## src/design/dadc_consts.svh

```systemverilog
// constant macros of the dual converter receive path control
`ifndef DADC_CONSTS_SVH
`define DADC_CONSTS_SVH

// sample and correction geometry
`define DADC_SAMPLE_W 12
`define DADC_STAGES 8
`define DADC_STAGE_W 2
`define DADC_FLASH_W 3
`define DADC_RAW_W 19
`define DADC_LATENCY 5
`define DADC_VALID_W 3
`define DADC_PERIOD_W 8

// timing: sys clock period, stabilizer lock and reference wake-up
`define DADC_CLK_NS 40
`define DADC_DCS_LOCK_NS 3000
`define DADC_DCS_LOCK_CYC ((`DADC_DCS_LOCK_NS + `DADC_CLK_NS - 1) / `DADC_CLK_NS)
`define DADC_LOCK_W 7
`define DADC_WAKE_MS 5
`define DADC_WAKE_CYC ((`DADC_WAKE_MS * 1000000 + `DADC_CLK_NS - 1) / `DADC_CLK_NS)
`define DADC_WAKE_W 17

// register bus geometry and map
`define DADC_ADDR_W 4
`define DADC_DATA_W 8
`define DADC_ADDR_STBY 4'h3
`define DADC_ADDR_PD_A 4'h4
`define DADC_ADDR_PD_B 4'h5
`define DADC_ADDR_DCS_A 4'h6
`define DADC_ADDR_DCS_B 4'h7
`define DADC_ADDR_STAT 4'h8

// field positions
`define DADC_BIT_STBY_A 0
`define DADC_BIT_STBY_B 1
`define DADC_BIT_PD 0
`define DADC_BIT_BG_OFF 1
`define DADC_BIT_DCS 0
`define DADC_BIT_ST_VALID 0
`define DADC_BIT_ST_LOCK_A 1
`define DADC_BIT_ST_LOCK_B 2
`define DADC_BIT_ST_WAKE 3
`define DADC_BIT_ST_PATH 4
`define DADC_BIT_ST_REFDN 5

`endif

```

## src/design/dadc_pkg.sv

```systemverilog
// types of the dual converter receive path control
`default_nettype none
`include "dadc_consts.svh"

package dadc_pkg;

	typedef logic [`DADC_SAMPLE_W-1:0] dadc_sample_t;
	typedef logic [`DADC_RAW_W-1:0] dadc_raw_t;

	typedef struct packed {
		logic stbyA;
		logic stbyB;
		logic pdA;
		logic pdB;
		logic bgOff;
		logic dcsEnA;
		logic dcsEnB;
		logic sclkPrev;
		logic intClk;
		logic biasHalf;
		logic refDownPrev;
		logic chOnPrevA;
		logic chOnPrevB;
		logic [`DADC_PERIOD_W-1:0] periodCnt;
		logic [`DADC_PERIOD_W-1:0] period;
		logic [`DADC_PERIOD_W-1:0] phaseCnt;
		logic [`DADC_LOCK_W-1:0] lockCntA;
		logic [`DADC_LOCK_W-1:0] lockCntB;
		logic [`DADC_VALID_W-1:0] validCnt;
		logic [`DADC_WAKE_W-1:0] wakeCnt;
		logic [`DADC_SAMPLE_W-1:0] corrA;
		logic [`DADC_SAMPLE_W-1:0] corrB;
		logic [`DADC_DATA_W-1:0] rdData;
	} dadc_state_t;

endpackage

`default_nettype wire

```

## src/design/dadc_sample_delay.sv

```systemverilog
// sample delay memory: fixed-depth shift store with registered output
`timescale 1ns/1ps
`default_nettype none

module dadc_sample_delay
#(
	parameter int WIDTH = 24,
	parameter int DEPTH = 5
)
(
	input wire logic clock, // system clock
	input wire logic rst, // asynchronous reset, high
	input wire logic shiftEn, // advance one sampling cycle
	input wire logic [WIDTH-1:0] wrData, // word entering the delay
	output logic [WIDTH-1:0] rdData // word leaving, registered
);

	typedef struct packed {
		logic [DEPTH-1:0][WIDTH-1:0] stage;
	} dadc_delay_st_t;

	dadc_delay_st_t st_ff;
	dadc_delay_st_t nxt_st;

	// shift on each sampling edge only, so depth counts samples
	always_comb
	begin
		nxt_st = st_ff;
		if (shiftEn)
		begin
			nxt_st.stage[0] = wrData;
			for (int i = 1; i < DEPTH; i++)
			begin
				nxt_st.stage[i] = st_ff.stage[i-1];
			end
		end
	end

	// state register
	always_ff @(posedge clock or posedge rst)
	begin
		if (rst)
			st_ff <= '0;
		else
			st_ff <= nxt_st;
	end

	assign rdData = st_ff.stage[DEPTH-1];

endmodule // dadc_sample_delay

`default_nettype wire

```

## src/design/dadc_rx_ctrl.sv

```systemverilog
// dual converter receive path control: capture, correction, latency, power
`timescale 1ns/1ps
`default_nettype none
`include "dadc_consts.svh"

// Summary of operation
// capture both channels on the falling edge of one shared sampling clock
// each corrected sample appears at outputs five sampling cycles after capture
// combine stage codes, correct redundancy, deliver a 12 bit result per channel
// one stabilizer per channel regenerates the non-sampling edge at half period; the code shares one phase counter between both channels
// writing one to registers 6 and 7 enables the channel stabilizers
// software enables stabilizers only for sampling rates above 40 MHz
// after a rate change, allow about three microseconds for stabilizer lock
// low bias pin halves converter bias currents
// registers 3, 4 and 5 put each channel in standby independently
// both channels fully powered down also powers down the references
// after full power-down wake, software waits about five milliseconds
// a register bit switches off the internal bandgap for an external reference
// in half duplex the unused receive data path is disabled automatically
// data valid stays low after reset, wake or relock until latency elapses
module dadc_rx_ctrl
	import dadc_pkg::*;
#(
	parameter int WAKE_CYCLES = `DADC_WAKE_CYC,
	parameter int LATENCY = `DADC_LATENCY
)
(
	input wire logic clock, // system clock, 25 MHz
	input wire logic rst, // asynchronous reset, high
	input wire logic [`DADC_ADDR_W-1:0] regAddr, // register address
	input wire logic [`DADC_DATA_W-1:0] regWrData, // register write data
	input wire logic regWr, // write strobe
	input wire logic regRd, // read strobe
	output logic [`DADC_DATA_W-1:0] regRdData, // read data, cycle after strobe
	input wire logic sampleClk, // shared sampling clock level
	input wire dadc_pkg::dadc_raw_t rawA, // stage codes of channel a
	input wire dadc_pkg::dadc_raw_t rawB, // stage codes of channel b
	input wire logic converterLowBiasPin, // low power bias request
	input wire logic halfDuplex, // interface runs half duplex
	input wire logic txOwnsBus, // in half duplex, bus carries transmit
	output dadc_pkg::dadc_sample_t dataA, // channel a sample
	output dadc_pkg::dadc_sample_t dataB, // channel b sample
	output logic dataValid, // samples at outputs are valid
	output logic sampleStrobe, // one pulse per sample advance
	output logic intClkA, // channel a internal clock
	output logic intClkB, // channel b internal clock
	output logic convOnA, // channel a converter running
	output logic convOnB, // channel b converter running
	output logic biasHalf, // bias currents cut to half
	output logic refPowerDown, // internal references off
	output logic bandgapOn, // internal bandgap running
	output logic rxPathEn // receive digital path enabled
);

	dadc_state_t st_ff;
	dadc_state_t nxt_st;

	logic sclkFall;
	logic captureEn;
	logic chOnA;
	logic chOnB;
	logic bothDown;
	logic pathOn;
	logic lockedA;
	logic lockedB;
	logic wakeBusy;
	logic rateChange;
	logic restartValid;
	logic [`DADC_DATA_W-1:0] statusWord;
	logic [`DADC_SAMPLE_W-1:0] fixA;
	logic [`DADC_SAMPLE_W-1:0] fixB;
	logic [2*`DADC_SAMPLE_W-1:0] pipeOut;

	// counts sized to their registers; a longer lock time needs a wider counter
	localparam logic [`DADC_LOCK_W-1:0] LOCK_CYC = `DADC_LOCK_W'(`DADC_DCS_LOCK_CYC);
	localparam logic [`DADC_WAKE_W-1:0] WAKE_CYC = `DADC_WAKE_W'(WAKE_CYCLES);
	localparam logic [`DADC_VALID_W-1:0] VALID_AT = `DADC_VALID_W'(LATENCY + 1);

	// redundant stage codes overlap by one bit; the sum removes flash errors
	// stage k weighs 2^(10-k); the last flash word lands in the lowest bits
	function automatic logic [`DADC_SAMPLE_W-1:0] correctCode(input dadc_raw_t raw);
		logic [`DADC_SAMPLE_W+1:0] acc;
		acc = '0;
		for (int k = 0; k < `DADC_STAGES; k++)
		begin
			acc = acc + ((`DADC_SAMPLE_W+2)'(raw[`DADC_STAGE_W*k +: `DADC_STAGE_W])
				<< (`DADC_SAMPLE_W - 2 - k));
		end
		acc = acc + (`DADC_SAMPLE_W+2)'(raw[`DADC_RAW_W-1 -: `DADC_FLASH_W]);
		// clamp instead of wrap when the top stages over-range
		if (acc[`DADC_SAMPLE_W+1:`DADC_SAMPLE_W] != 2'h0)
			correctCode = {`DADC_SAMPLE_W{1'b1}};
		else
			correctCode = acc[`DADC_SAMPLE_W-1:0];
	endfunction

	// differs by more than one count; one count of slip is sampling noise
	function automatic logic periodMoved(input logic [`DADC_PERIOD_W-1:0] a,
		input logic [`DADC_PERIOD_W-1:0] b);
		logic [`DADC_PERIOD_W-1:0] d;
		d = (a > b) ? (a - b) : (b - a);
		periodMoved = (d > `DADC_PERIOD_W'(1));
	endfunction

	// channel power state from standby and power-down bits
	// standby and full power-down look alike to the digital side
	// independent standby
	assign chOnA = !(st_ff.stbyA || st_ff.pdA);
	assign chOnB = !(st_ff.stbyB || st_ff.pdB);
	// references follow full power-down of both
	// one channel down alone keeps the shared references running
	assign bothDown = st_ff.pdA && st_ff.pdB;
	// half duplex drops the idle receive path
	// levels only, so a bus turnaround takes effect in the same cycle
	assign pathOn = !(halfDuplex && txOwnsBus);

	// one falling edge captures both channels
	// the previous level is the sampled level one system clock back
	assign sclkFall = st_ff.sclkPrev && !sampleClk;
	// with the path off captures stop, so the pipe keeps its words
	assign captureEn = sclkFall && pathOn;

	// stabilizer lock status per channel
	assign lockedA = (st_ff.lockCntA == '0);
	assign lockedB = (st_ff.lockCntB == '0);
	assign wakeBusy = (st_ff.wakeCnt != '0);
	// a change is seen only at the fall that ends the odd period
	assign rateChange = sclkFall && (st_ff.period != '0) && periodMoved(st_ff.periodCnt, st_ff.period);

	// per-channel error correction
	// both channels corrected every cycle; only a capture edge keeps the result
	assign fixA = correctCode(rawA);
	assign fixB = correctCode(rawB);

	// anything that makes the pipe contents untrustworthy restarts the count
	assign restartValid = !pathOn
		|| !(chOnA || chOnB)
		|| (chOnA && !st_ff.chOnPrevA)
		|| (chOnB && !st_ff.chOnPrevB)
		|| (st_ff.dcsEnA && !lockedA)
		|| (st_ff.dcsEnB && !lockedB);

	// status byte for the read port; unused upper bits read zero
	assign statusWord[`DADC_BIT_ST_VALID] = (st_ff.validCnt == VALID_AT);
	assign statusWord[`DADC_BIT_ST_LOCK_A] = lockedA;
	assign statusWord[`DADC_BIT_ST_LOCK_B] = lockedB;
	assign statusWord[`DADC_BIT_ST_WAKE] = wakeBusy;
	assign statusWord[`DADC_BIT_ST_PATH] = pathOn;
	assign statusWord[`DADC_BIT_ST_REFDN] = bothDown;
	assign statusWord[`DADC_DATA_W-1:`DADC_BIT_ST_REFDN+1] = '0;

	// next-state logic for the whole block
	always_comb
	begin
		nxt_st = st_ff;
		nxt_st.sclkPrev = sampleClk;
		// bias follows the low power pin
		nxt_st.biasHalf = converterLowBiasPin;
		nxt_st.refDownPrev = bothDown;
		nxt_st.chOnPrevA = chOnA;
		nxt_st.chOnPrevB = chOnB;

		// register writes
		// unmapped and status writes land in default and change nothing
		if (regWr)
		begin
			unique case (regAddr)
				// standby bits of both channels
				`DADC_ADDR_STBY:
				begin
					nxt_st.stbyA = regWrData[`DADC_BIT_STBY_A];
					nxt_st.stbyB = regWrData[`DADC_BIT_STBY_B];
				end
				// full power-down of channel a
				`DADC_ADDR_PD_A:
					nxt_st.pdA = regWrData[`DADC_BIT_PD];
				// bandgap switch sits beside channel b power-down
				`DADC_ADDR_PD_B:
				begin
					nxt_st.pdB = regWrData[`DADC_BIT_PD];
					nxt_st.bgOff = regWrData[`DADC_BIT_BG_OFF];
				end
				// stabilizer enables
				`DADC_ADDR_DCS_A:
					nxt_st.dcsEnA = regWrData[`DADC_BIT_DCS];
				`DADC_ADDR_DCS_B:
					nxt_st.dcsEnB = regWrData[`DADC_BIT_DCS];
				default:
				begin
				end
			endcase
		end

		// read data stands one cycle only, zero otherwise
		nxt_st.rdData = '0;
		if (regRd)
		begin
			unique case (regAddr)
				`DADC_ADDR_STBY:
				begin
					nxt_st.rdData[`DADC_BIT_STBY_A] = st_ff.stbyA;
					nxt_st.rdData[`DADC_BIT_STBY_B] = st_ff.stbyB;
				end
				`DADC_ADDR_PD_A:
					nxt_st.rdData[`DADC_BIT_PD] = st_ff.pdA;
				`DADC_ADDR_PD_B:
				begin
					nxt_st.rdData[`DADC_BIT_PD] = st_ff.pdB;
					nxt_st.rdData[`DADC_BIT_BG_OFF] = st_ff.bgOff;
				end
				`DADC_ADDR_DCS_A:
					nxt_st.rdData[`DADC_BIT_DCS] = st_ff.dcsEnA;
				`DADC_ADDR_DCS_B:
					nxt_st.rdData[`DADC_BIT_DCS] = st_ff.dcsEnB;
				`DADC_ADDR_STAT:
					nxt_st.rdData = statusWord;
				default:
				begin
				end
			endcase
		end

		// period measured in system cycles between falling edges
		// saturates at full count, so a stopped clock reads as one long period
		if (sclkFall)
		begin
			nxt_st.period = st_ff.periodCnt;
			nxt_st.periodCnt = `DADC_PERIOD_W'(1);
		end
		else if (st_ff.periodCnt != '1)
		begin
			nxt_st.periodCnt = st_ff.periodCnt + `DADC_PERIOD_W'(1);
		end

		// regenerate the rising edge half a period after sampling
		// one phase counter serves both channels, since they share the clock
		if (sclkFall)
		begin
			nxt_st.intClk = 1'b0;
			nxt_st.phaseCnt = `DADC_PERIOD_W'(1);
		end
		else
		begin
			if (st_ff.phaseCnt != '1)
				nxt_st.phaseCnt = st_ff.phaseCnt + `DADC_PERIOD_W'(1);
			if (st_ff.phaseCnt >= (st_ff.period >> 1))
				nxt_st.intClk = 1'b1;
		end

		// lock timer restarts on enable or rate change
		// a plain timer stands in for the loop; it cannot see real lock
		if ((st_ff.dcsEnA && rateChange) || (nxt_st.dcsEnA && !st_ff.dcsEnA))
			nxt_st.lockCntA = LOCK_CYC;
		else if (!st_ff.dcsEnA)
			nxt_st.lockCntA = '0;
		else if (!lockedA)
			nxt_st.lockCntA = st_ff.lockCntA - `DADC_LOCK_W'(1);
		// channel b timer mirrors channel a
		if ((st_ff.dcsEnB && rateChange) || (nxt_st.dcsEnB && !st_ff.dcsEnB))
			nxt_st.lockCntB = LOCK_CYC;
		else if (!st_ff.dcsEnB)
			nxt_st.lockCntB = '0;
		else if (!lockedB)
			nxt_st.lockCntB = st_ff.lockCntB - `DADC_LOCK_W'(1);

		// reference recharge timer after leaving full power-down
		// informational only: valid does not wait, the long recharge is software's
		if (st_ff.refDownPrev && !bothDown)
			nxt_st.wakeCnt = WAKE_CYC;
		else if (bothDown)
			nxt_st.wakeCnt = '0;
		else if (wakeBusy)
			nxt_st.wakeCnt = st_ff.wakeCnt - `DADC_WAKE_W'(1);

		// aligned pair of corrected words; a sleeping channel gives zero
		if (captureEn)
		begin
			nxt_st.corrA = chOnA ? fixA : '0;
			nxt_st.corrB = chOnB ? fixB : '0;
		end

		// valid restarts after reset, wake, relock or path loss
		if (restartValid)
			nxt_st.validCnt = '0;
		else if (captureEn && st_ff.validCnt != VALID_AT)
			nxt_st.validCnt = st_ff.validCnt + `DADC_VALID_W'(1);
	end

	// state register; the sampling clock level is assumed low at reset
	// a high level at release looks like a rising edge only, so no false capture follows
	always_ff @(posedge clock or posedge rst)
	begin
		if (rst)
			st_ff <= '0;
		else
			st_ff <= nxt_st;
	end

	// five-sample delay behind the correction register
	// the correction register holds a word until the next capture, so depth equals latency
	dadc_sample_delay #(
		.WIDTH(2*`DADC_SAMPLE_W),
		.DEPTH(LATENCY)
	) u_delay (
		.clock(clock),
		.rst(rst),
		.shiftEn(captureEn),
		.wrData({st_ff.corrA, st_ff.corrB}),
		.rdData(pipeOut)
	);

	// sample outputs straight from the delay registers
	// upper half of the delay word is channel a
	assign dataA = pipeOut[2*`DADC_SAMPLE_W-1:`DADC_SAMPLE_W];
	assign dataB = pipeOut[`DADC_SAMPLE_W-1:0];
	assign dataValid = (st_ff.validCnt == VALID_AT);
	// combinational so the back end sees the advance in its own cycle
	assign sampleStrobe = captureEn;
	// zero outside the answer cycle
	assign regRdData = st_ff.rdData;
	// stabilized clock only where enabled, raw clock otherwise
	// passthrough keeps a disabled stabilizer out of the clock path
	assign intClkA = st_ff.dcsEnA ? st_ff.intClk : sampleClk;
	assign intClkB = st_ff.dcsEnB ? st_ff.intClk : sampleClk;
	assign convOnA = chOnA;
	assign convOnB = chOnB;
	// registered one cycle behind the pin
	assign biasHalf = st_ff.biasHalf;
	// reference power-down
	assign refPowerDown = bothDown;
	// bandgap off by request or with the references
	assign bandgapOn = !(st_ff.bgOff || bothDown);
	assign rxPathEn = pathOn;

endmodule // dadc_rx_ctrl

`default_nettype wire

```

## config.mk

```make
export PLATFORM = sky130hd
export DESIGN_NAME = dadc_rx_ctrl
export DESIGN_NICKNAME = d
export VERILOG_FILES = /design/src/design/dadc_pkg.sv /design/src/design/dadc_sample_delay.sv /design/src/design/dadc_rx_ctrl.sv
export VERILOG_INCLUDE_DIRS = /design/src /design/src/design
export SDC_FILE = /design/constraint.sdc
export NUM_CORES = 1
export LEC_CHECK = 0
export ABC_AREA = 1
export BUFFER_PORTS_ARGS = -buffer_cell sky130_fd_sc_hd__buf_2
export CAP_MARGIN = 0
export CORE_MARGIN = 4
export CORE_UTILIZATION = 40
export DETAILED_ROUTE_END_ITERATION = 10
export GPL_ROUTABILITY_DRIVEN = 0
export SLEW_MARGIN = 5
export SYNTH_ARGS = -nofsm -noshare
export SYNTH_HDL_FRONTEND = slang
export SYNTH_SLANG_ARGS = --single-unit
```

## constraint.sdc

```tcl
create_clock -name clock -period 6.8 [get_ports clock]
set_clock_uncertainty 0.05 [all_clocks]
set_input_delay 0.68 -clock clock [delete_from_list [all_inputs] [get_ports clock]]
set_output_delay 0.68 -clock clock [all_outputs]
set_load 0.02 [all_outputs]
```

=== Word-level counts from Yosys, hierarchy flattened ===
Cells that the tools add are included.
Widths: inputs -> output; s select.

* Flip-flop bits (word level): 223
* Latch bits: 0
* RAM bits: 0
* Bits in read-only memories: 0
* Bits of input ports: 58
* Output and inout port bits: 42
* Logic and storage cells: 152
* Memories: 0

* $add $sub $neg: 24
* $mul: 0
* Div/mod/pow operators: 0
* Magnitude comparators: 3
* Equal/unequal tests: 12
* Shift operators: 0
* Multiplexer cells: 31
* Bitwise gates (word level): 0
* Reduce and logical (&&, ||, !) cells: 54

{| class="wikitable"
|+ Operators with widths
! kind !! number
|-
| $mux 17 || 3
|-
| $mux 12 || 4
|-
| $mux 8 || 6
|-
| $mux 7 || 6
|-
| $add 13x10->14 || 2
|-
| $add 14x3->14 || 2
|-
| $add 14x5->14 || 2
|-
| $add 14x6->14 || 2
|-
| $add 14x7->14 || 2
|-
| $add 14x8->14 || 2
|-
| $add 14x9->14 || 2
|-
| $add 12x11->13 || 2
|-
| $reduce_bool 17->1 || 1
|-
| $sub 17x1->17 const B || 1
|-
| $add 8x1->8 const B || 2
|-
| $eq 4x3->1 const B || 4
|-
| $logic_and 1x1->1 || 16
|-
| $ne 8x8->1 const B || 2
|-
| $sub 8x8->8 || 2
|-
| $logic_not 7->1 || 2
|-
| $sub 7x1->7 const B || 2
|-
| $logic_not 1->1 || 13
|-
| $reduce_bool 2->1 || 6
|-
| $logic_or 1x1->1 || 11
|-
| 18 further kinds || 27
|}

=== Logic depth before layout (Yosys ltp) ===
* Depth after elaboration: 11
* Depth in mapped cells: 18

=== Cells and area by module ===
A second synthesis with hierarchy kept.

* Cells, all modules: 1356
* Area total of the unflattened synthesis: 11089.4 um^2

{| class="wikitable"
|+ By module, submodules not included
! module !! times used !! cells each !! area each (um^2) !! sequential area each (um^2)
|-
| dadc_rx_ctrl || 1 || 824 || 6397.4 || 2527.4
|-
| dadc_sample_delay || 1 || 532 || 4692.0 || 3002.9
|}

=== Worst setup path before layout ===
Ideal clock, no wire load.

* Path kind: input port to output port
* Start: input halfDuplex
* End: output sampleStrobe
* Arrival: 1764 ps
* Data required time: 6070 ps
* Path slack: 4306 ps
* Stages: 5
* Buffers on the path: 2
* Path through: nand2_1 inv_1 nor2_2 clkbuf_1 clkbuf_1

* Cells in the longest elaborated chain, start to end: 3

{| class="wikitable"
|+ RTL lines
! element !! line !! source
|-
| start, declared || dadc_rx_ctrl.sv:39 || <nowiki>input wire logic halfDuplex,</nowiki>
|-
| $logic_and 1x1->1 || dadc_rx_ctrl.sv:115 || <nowiki>assign pathOn = !(halfDuplex && txOwnsBus);</nowiki>
|-
| $logic_not 1->1 || dadc_rx_ctrl.sv:115 ||
|-
| $logic_and 1x1->1 || dadc_rx_ctrl.sv:121 || <nowiki>assign captureEn = sclkFall && pathOn;</nowiki>
|-
| end, declared || dadc_rx_ctrl.sv:44 || <nowiki>output logic sampleStrobe,</nowiki>
|}

Every way passes these cells.

=== Worst setup path after layout ===
* Start: register st_ff[99] in the netlist's numbering
* End: output bandgapOn

* Cells in the longest elaborated chain, start to end: 3

{| class="wikitable"
|+ RTL lines
! element !! line !! source
|-
| start, declared || dadc_rx_ctrl.sv:55 || <nowiki>dadc_state_t st_ff;</nowiki>
|-
| start signal, assigned || dadc_rx_ctrl.sv:296 || <nowiki>st_ff <= nxt_st;</nowiki>
|-
| $logic_and 1x1->1 || dadc_rx_ctrl.sv:112 || <nowiki>assign bothDown = st_ff.pdA && st_ff.pdB;</nowiki>
|-
| $logic_or 1x1->1 || dadc_rx_ctrl.sv:332 || <nowiki>assign bandgapOn = !(st_ff.bgOff || bothDown);</nowiki>
|-
| $logic_not 1->1 || dadc_rx_ctrl.sv:332 ||
|-
| end, declared || dadc_rx_ctrl.sv:51 || <nowiki>output logic bandgapOn,</nowiki>
|}

Every way passes these cells.

==> impl_metrics.json <==
{
  "antenna_found_initial": 1,
  "r2r_end": "u_delay.st_ff[15]$_DFFE_PP0P_",
  "crit_path_cell_trace": "nand2_1, inv_1, nor2_1, buf_2",
  "synth.area.mux_share": 0,
  "grt_pass1_vias": 7691,
  "netlist-cell-type-count": 45,
  "cp.depth": 4,
  "r2r-start": "st_ff[95]$_DFF_PP0_",
  "gr-total-overflow": 0,
  "grt_pass1_wl_mm": 37.2,
  "synthCells": 1315,
  "ios": 100,
  "rows": 60,
  "drive_above_1_share": 0.125,
  "path_clk_slew_ps": 60,
  "placed_cells": 1684,
  "yosysTopAreaCell": "dfrtp_1",
  "crit_end": "bandgapOn",
  "cp-end-kind": "output port",
  "cpMaxStageDelayCell": "dfrtp_1",
  "rsz0062_at_grt": "false",
  "fill_cells": 2646,
  "htreeDepth": 1,
  "ys_seq_elements": 221,
  "cpPeakStageDelay_ps": 410,
  "antenna_cells": 0,
  "final-setup-viol-count": 0,
  "p_leak_nw": 6.35,
  "clockRootBuffer": "clkbuf_16",
  "crit_fanout": 12,
  "layout_common_cells": "nand2_1, dfrtp_1, inv_1, o21ai_0, buf_2",
  "stdcell_area_um2": 12300,
  "insertion_delay_ps": 510,
  "finalCriticalPeriod_ps": 2450,
  "first_pass_iters": 8,
  "maxSlewViolCount": 0,
  "die_h_um": 173,
  "r2r_slack_ps": 4380,
  "synth_top_family_by_area": "simple AND/OR/NAND/NOR gates",
  "drcViolationCount": 0,
  "num_vias": 8173,
  "synth-compound-area-share": 0.109,
  "status": "finished clean",
  "synth_warnings": 0,
  "period_share": 0.360,
  "critPathLaunch": "st_ff[99]$_DFFE_PP0P_",
  "ctsHoldBuffers": 0,
  "required_ps": 6070,
  "nets": 1477,
  "ant_nets": 0,
  "cts_buffers": 25,
  "final_common_cell": "nand2_1",
  "wirelength_mm": 21.3,
  "die_w_um": 173,
  "worstPathArrival_ps": 1720,
  "synth_fa_ha_area_frac": 0.0589,
  "drt_iter0_markers": 435,
  "tns_ps": 0,
  "placed_area_um2": 11500,
  "criticalPathCategory": "reg -> out",
  "syn_to_final_growth_pct": 12.4,
  "hold_viol": 0,
  "place_hpwl_mm": 14.6,
  "avgSynthCellArea_um2": 8.31,
  "max_freq_ghz": 0.409,
  "cts_setup_buffers": 0,
  "tightest_slew_ps": 1040,
  "clk_path_buf_depth": 3,
  "slew-limit-headroom": 0.308,
  "peakVddDrop_mv": 0.181,
  "ys_seq_area_frac": 0.506,
  "numClockSinks": 221,
  "tritoncts": "yes",
  "portBuffers": 91,
  "layoutNonFillerInstCount": 1728,
  "grt_max_degree": 139,
  "cts_resized": 0,
  "r2r_cells": 6,
  "ys_top_cells_by_area": "dfrtp_1, nand2_1, o21ai_0",
  "cp.buffers_inverters": 2,
  "vias_per_cell": 4.73,
  "initial_utilization": 0.405,
  "critPathTopFamily": "buffers and inverters",
  "holdCritPathClass": "in -> reg",
  "worstSetupStartpointType": "register",
  "wl_per_cell_um": 12.3,
  "synth-simple-area-share": 0.205,
  "synthXorXnorAreaFrac": 0.0200,
  "netlist.area_leader.share": 0.506,
  "synth_area_um2": 10900,
  "core-area_um2": 27000,
  "track_usage": 0.143,
  "drv_cap": 0,
  "dieArea_um2": 30000,
  "holdWs_ps": 223,
  "powerDensity_nw_per_um2": 366
}
==> layer usage <==
layer,part of all wire,vias up,global-route usage
li1,-,4257,-
met1,0.49,3744,0.208
met2,0.44,137,0.224
met3,0.050,35,0.0246
met4,0.018,0,0.0326
met5,0,-,0
==> stage by stage <==
stage          total power, W  setup slack, ps  utilization
6_report              0.00449             4350        0.456
2_1_floorplan         0.00294             20.6            -
3_3_place_gp          0.00319             3950        0.426
5_1_grt               0.00487             4060        0.456
3_5_place_dp          0.00323             3890        0.426
4_1_cts               0.00455             4330        0.456
==> worst register-to-register path, delay by kind of cell (launching register included) <==
kind / cells / cell delay, ps
DFF: 1 / 360
and+or+nand+nor: 2 / 190
buffers and inverters: 3 / 1410
AOI/OAI and AO/OA: 1 / 260
==> synth_stat cells, drive strengths merged <==
| master | instances |
|---|---|
| a211o | 2 |
| a21boi | 1 |
| a21oi | 38 |
| a221oi | 1 |
| a311oi | 2 |
| a31o | 2 |
| a31oi | 4 |
| buf | 40 |
| clkbuf | 29 |
| conb | 1 |
| dfrtp | 221 |
| fa | 4 |
| ha | 45 |
| inv | 188 |
| nand2 | 386 |
| nand3 | 42 |
| nand3b | 4 |
| nand4 | 16 |
| nor2 | 66 |
| nor3 | 13 |
| nor4 | 7 |
| o2111ai | 1 |
| o211ai | 3 |
| o21a | 2 |
| o21ai | 163 |
| o22ai | 1 |
| o31ai | 1 |
| o41ai | 2 |
| or2 | 5 |
| xnor2 | 3 |
| xor2 | 22 |
==> cell type report <==
| cell class | count | area [um^2] | area share |
|---|---|---|---|
| inverters | 188 | 716 | 0.0583 |
| multi-input cells | 838 | 4310 | 0.351 |
| flip-flops and latches | 221 | 5530 | 0.450 |
| clock inverters | 9 | 76.3 | 0.00622 |
| repair buffers | 96 | 493 | 0.0402 |
| clock buffers | 35 | 723 | 0.0589 |
| well taps | 341 | 427 | 0.0348 |
==> cell families after synthesis <==
group                      count (synthesis)
and+or+nand+nor                          539
buffers and inverters                    257
AOI/OAI and AO/OA                        223
DFF                                      221
adders and majority gates                 49
xor gates and xnor gates                  25
other                                      1
==> worst min path at each step <==
stage                                       start                            end  depth (start not counted)
floorplan           u_delay.st_ff[38]$_DFFE_PP0P_  u_delay.st_ff[38]$_DFFE_PP0P_                          2
global placement    u_delay.st_ff[69]$_DFFE_PP0P_  u_delay.st_ff[69]$_DFFE_PP0P_                          2
detailed placement  u_delay.st_ff[65]$_DFFE_PP0P_  u_delay.st_ff[65]$_DFFE_PP0P_                          2
CTS                           converterLowBiasPin             biasHalf$_DFF_PP0_                          1
global route                  converterLowBiasPin             biasHalf$_DFF_PP0_                          1
finish                        converterLowBiasPin             biasHalf$_DFF_PP0_                          1
==> flip-flops by register name, indices dropped and copies added (netlist names) <==
register / flops
u_delay.st_ff: 96
st_ff: 94
u_delay.rdData: 24
regRdData: 6
biasHalf: 1
==> where the power goes <==
| part | leakage, nW | internal, W | switching, W |
|---|---|---|---|
| combinational | 3.09 | 0.000505 | 0.000841 |
| clock | 0.398 | 0.000775 | 0.000517 |
| sequential | 2.86 | 0.00164 | 0.000210 |
| total | 6.35 | 0.00292 | 0.00157 |
Note: power is estimated with default switching activity, not from simulation.
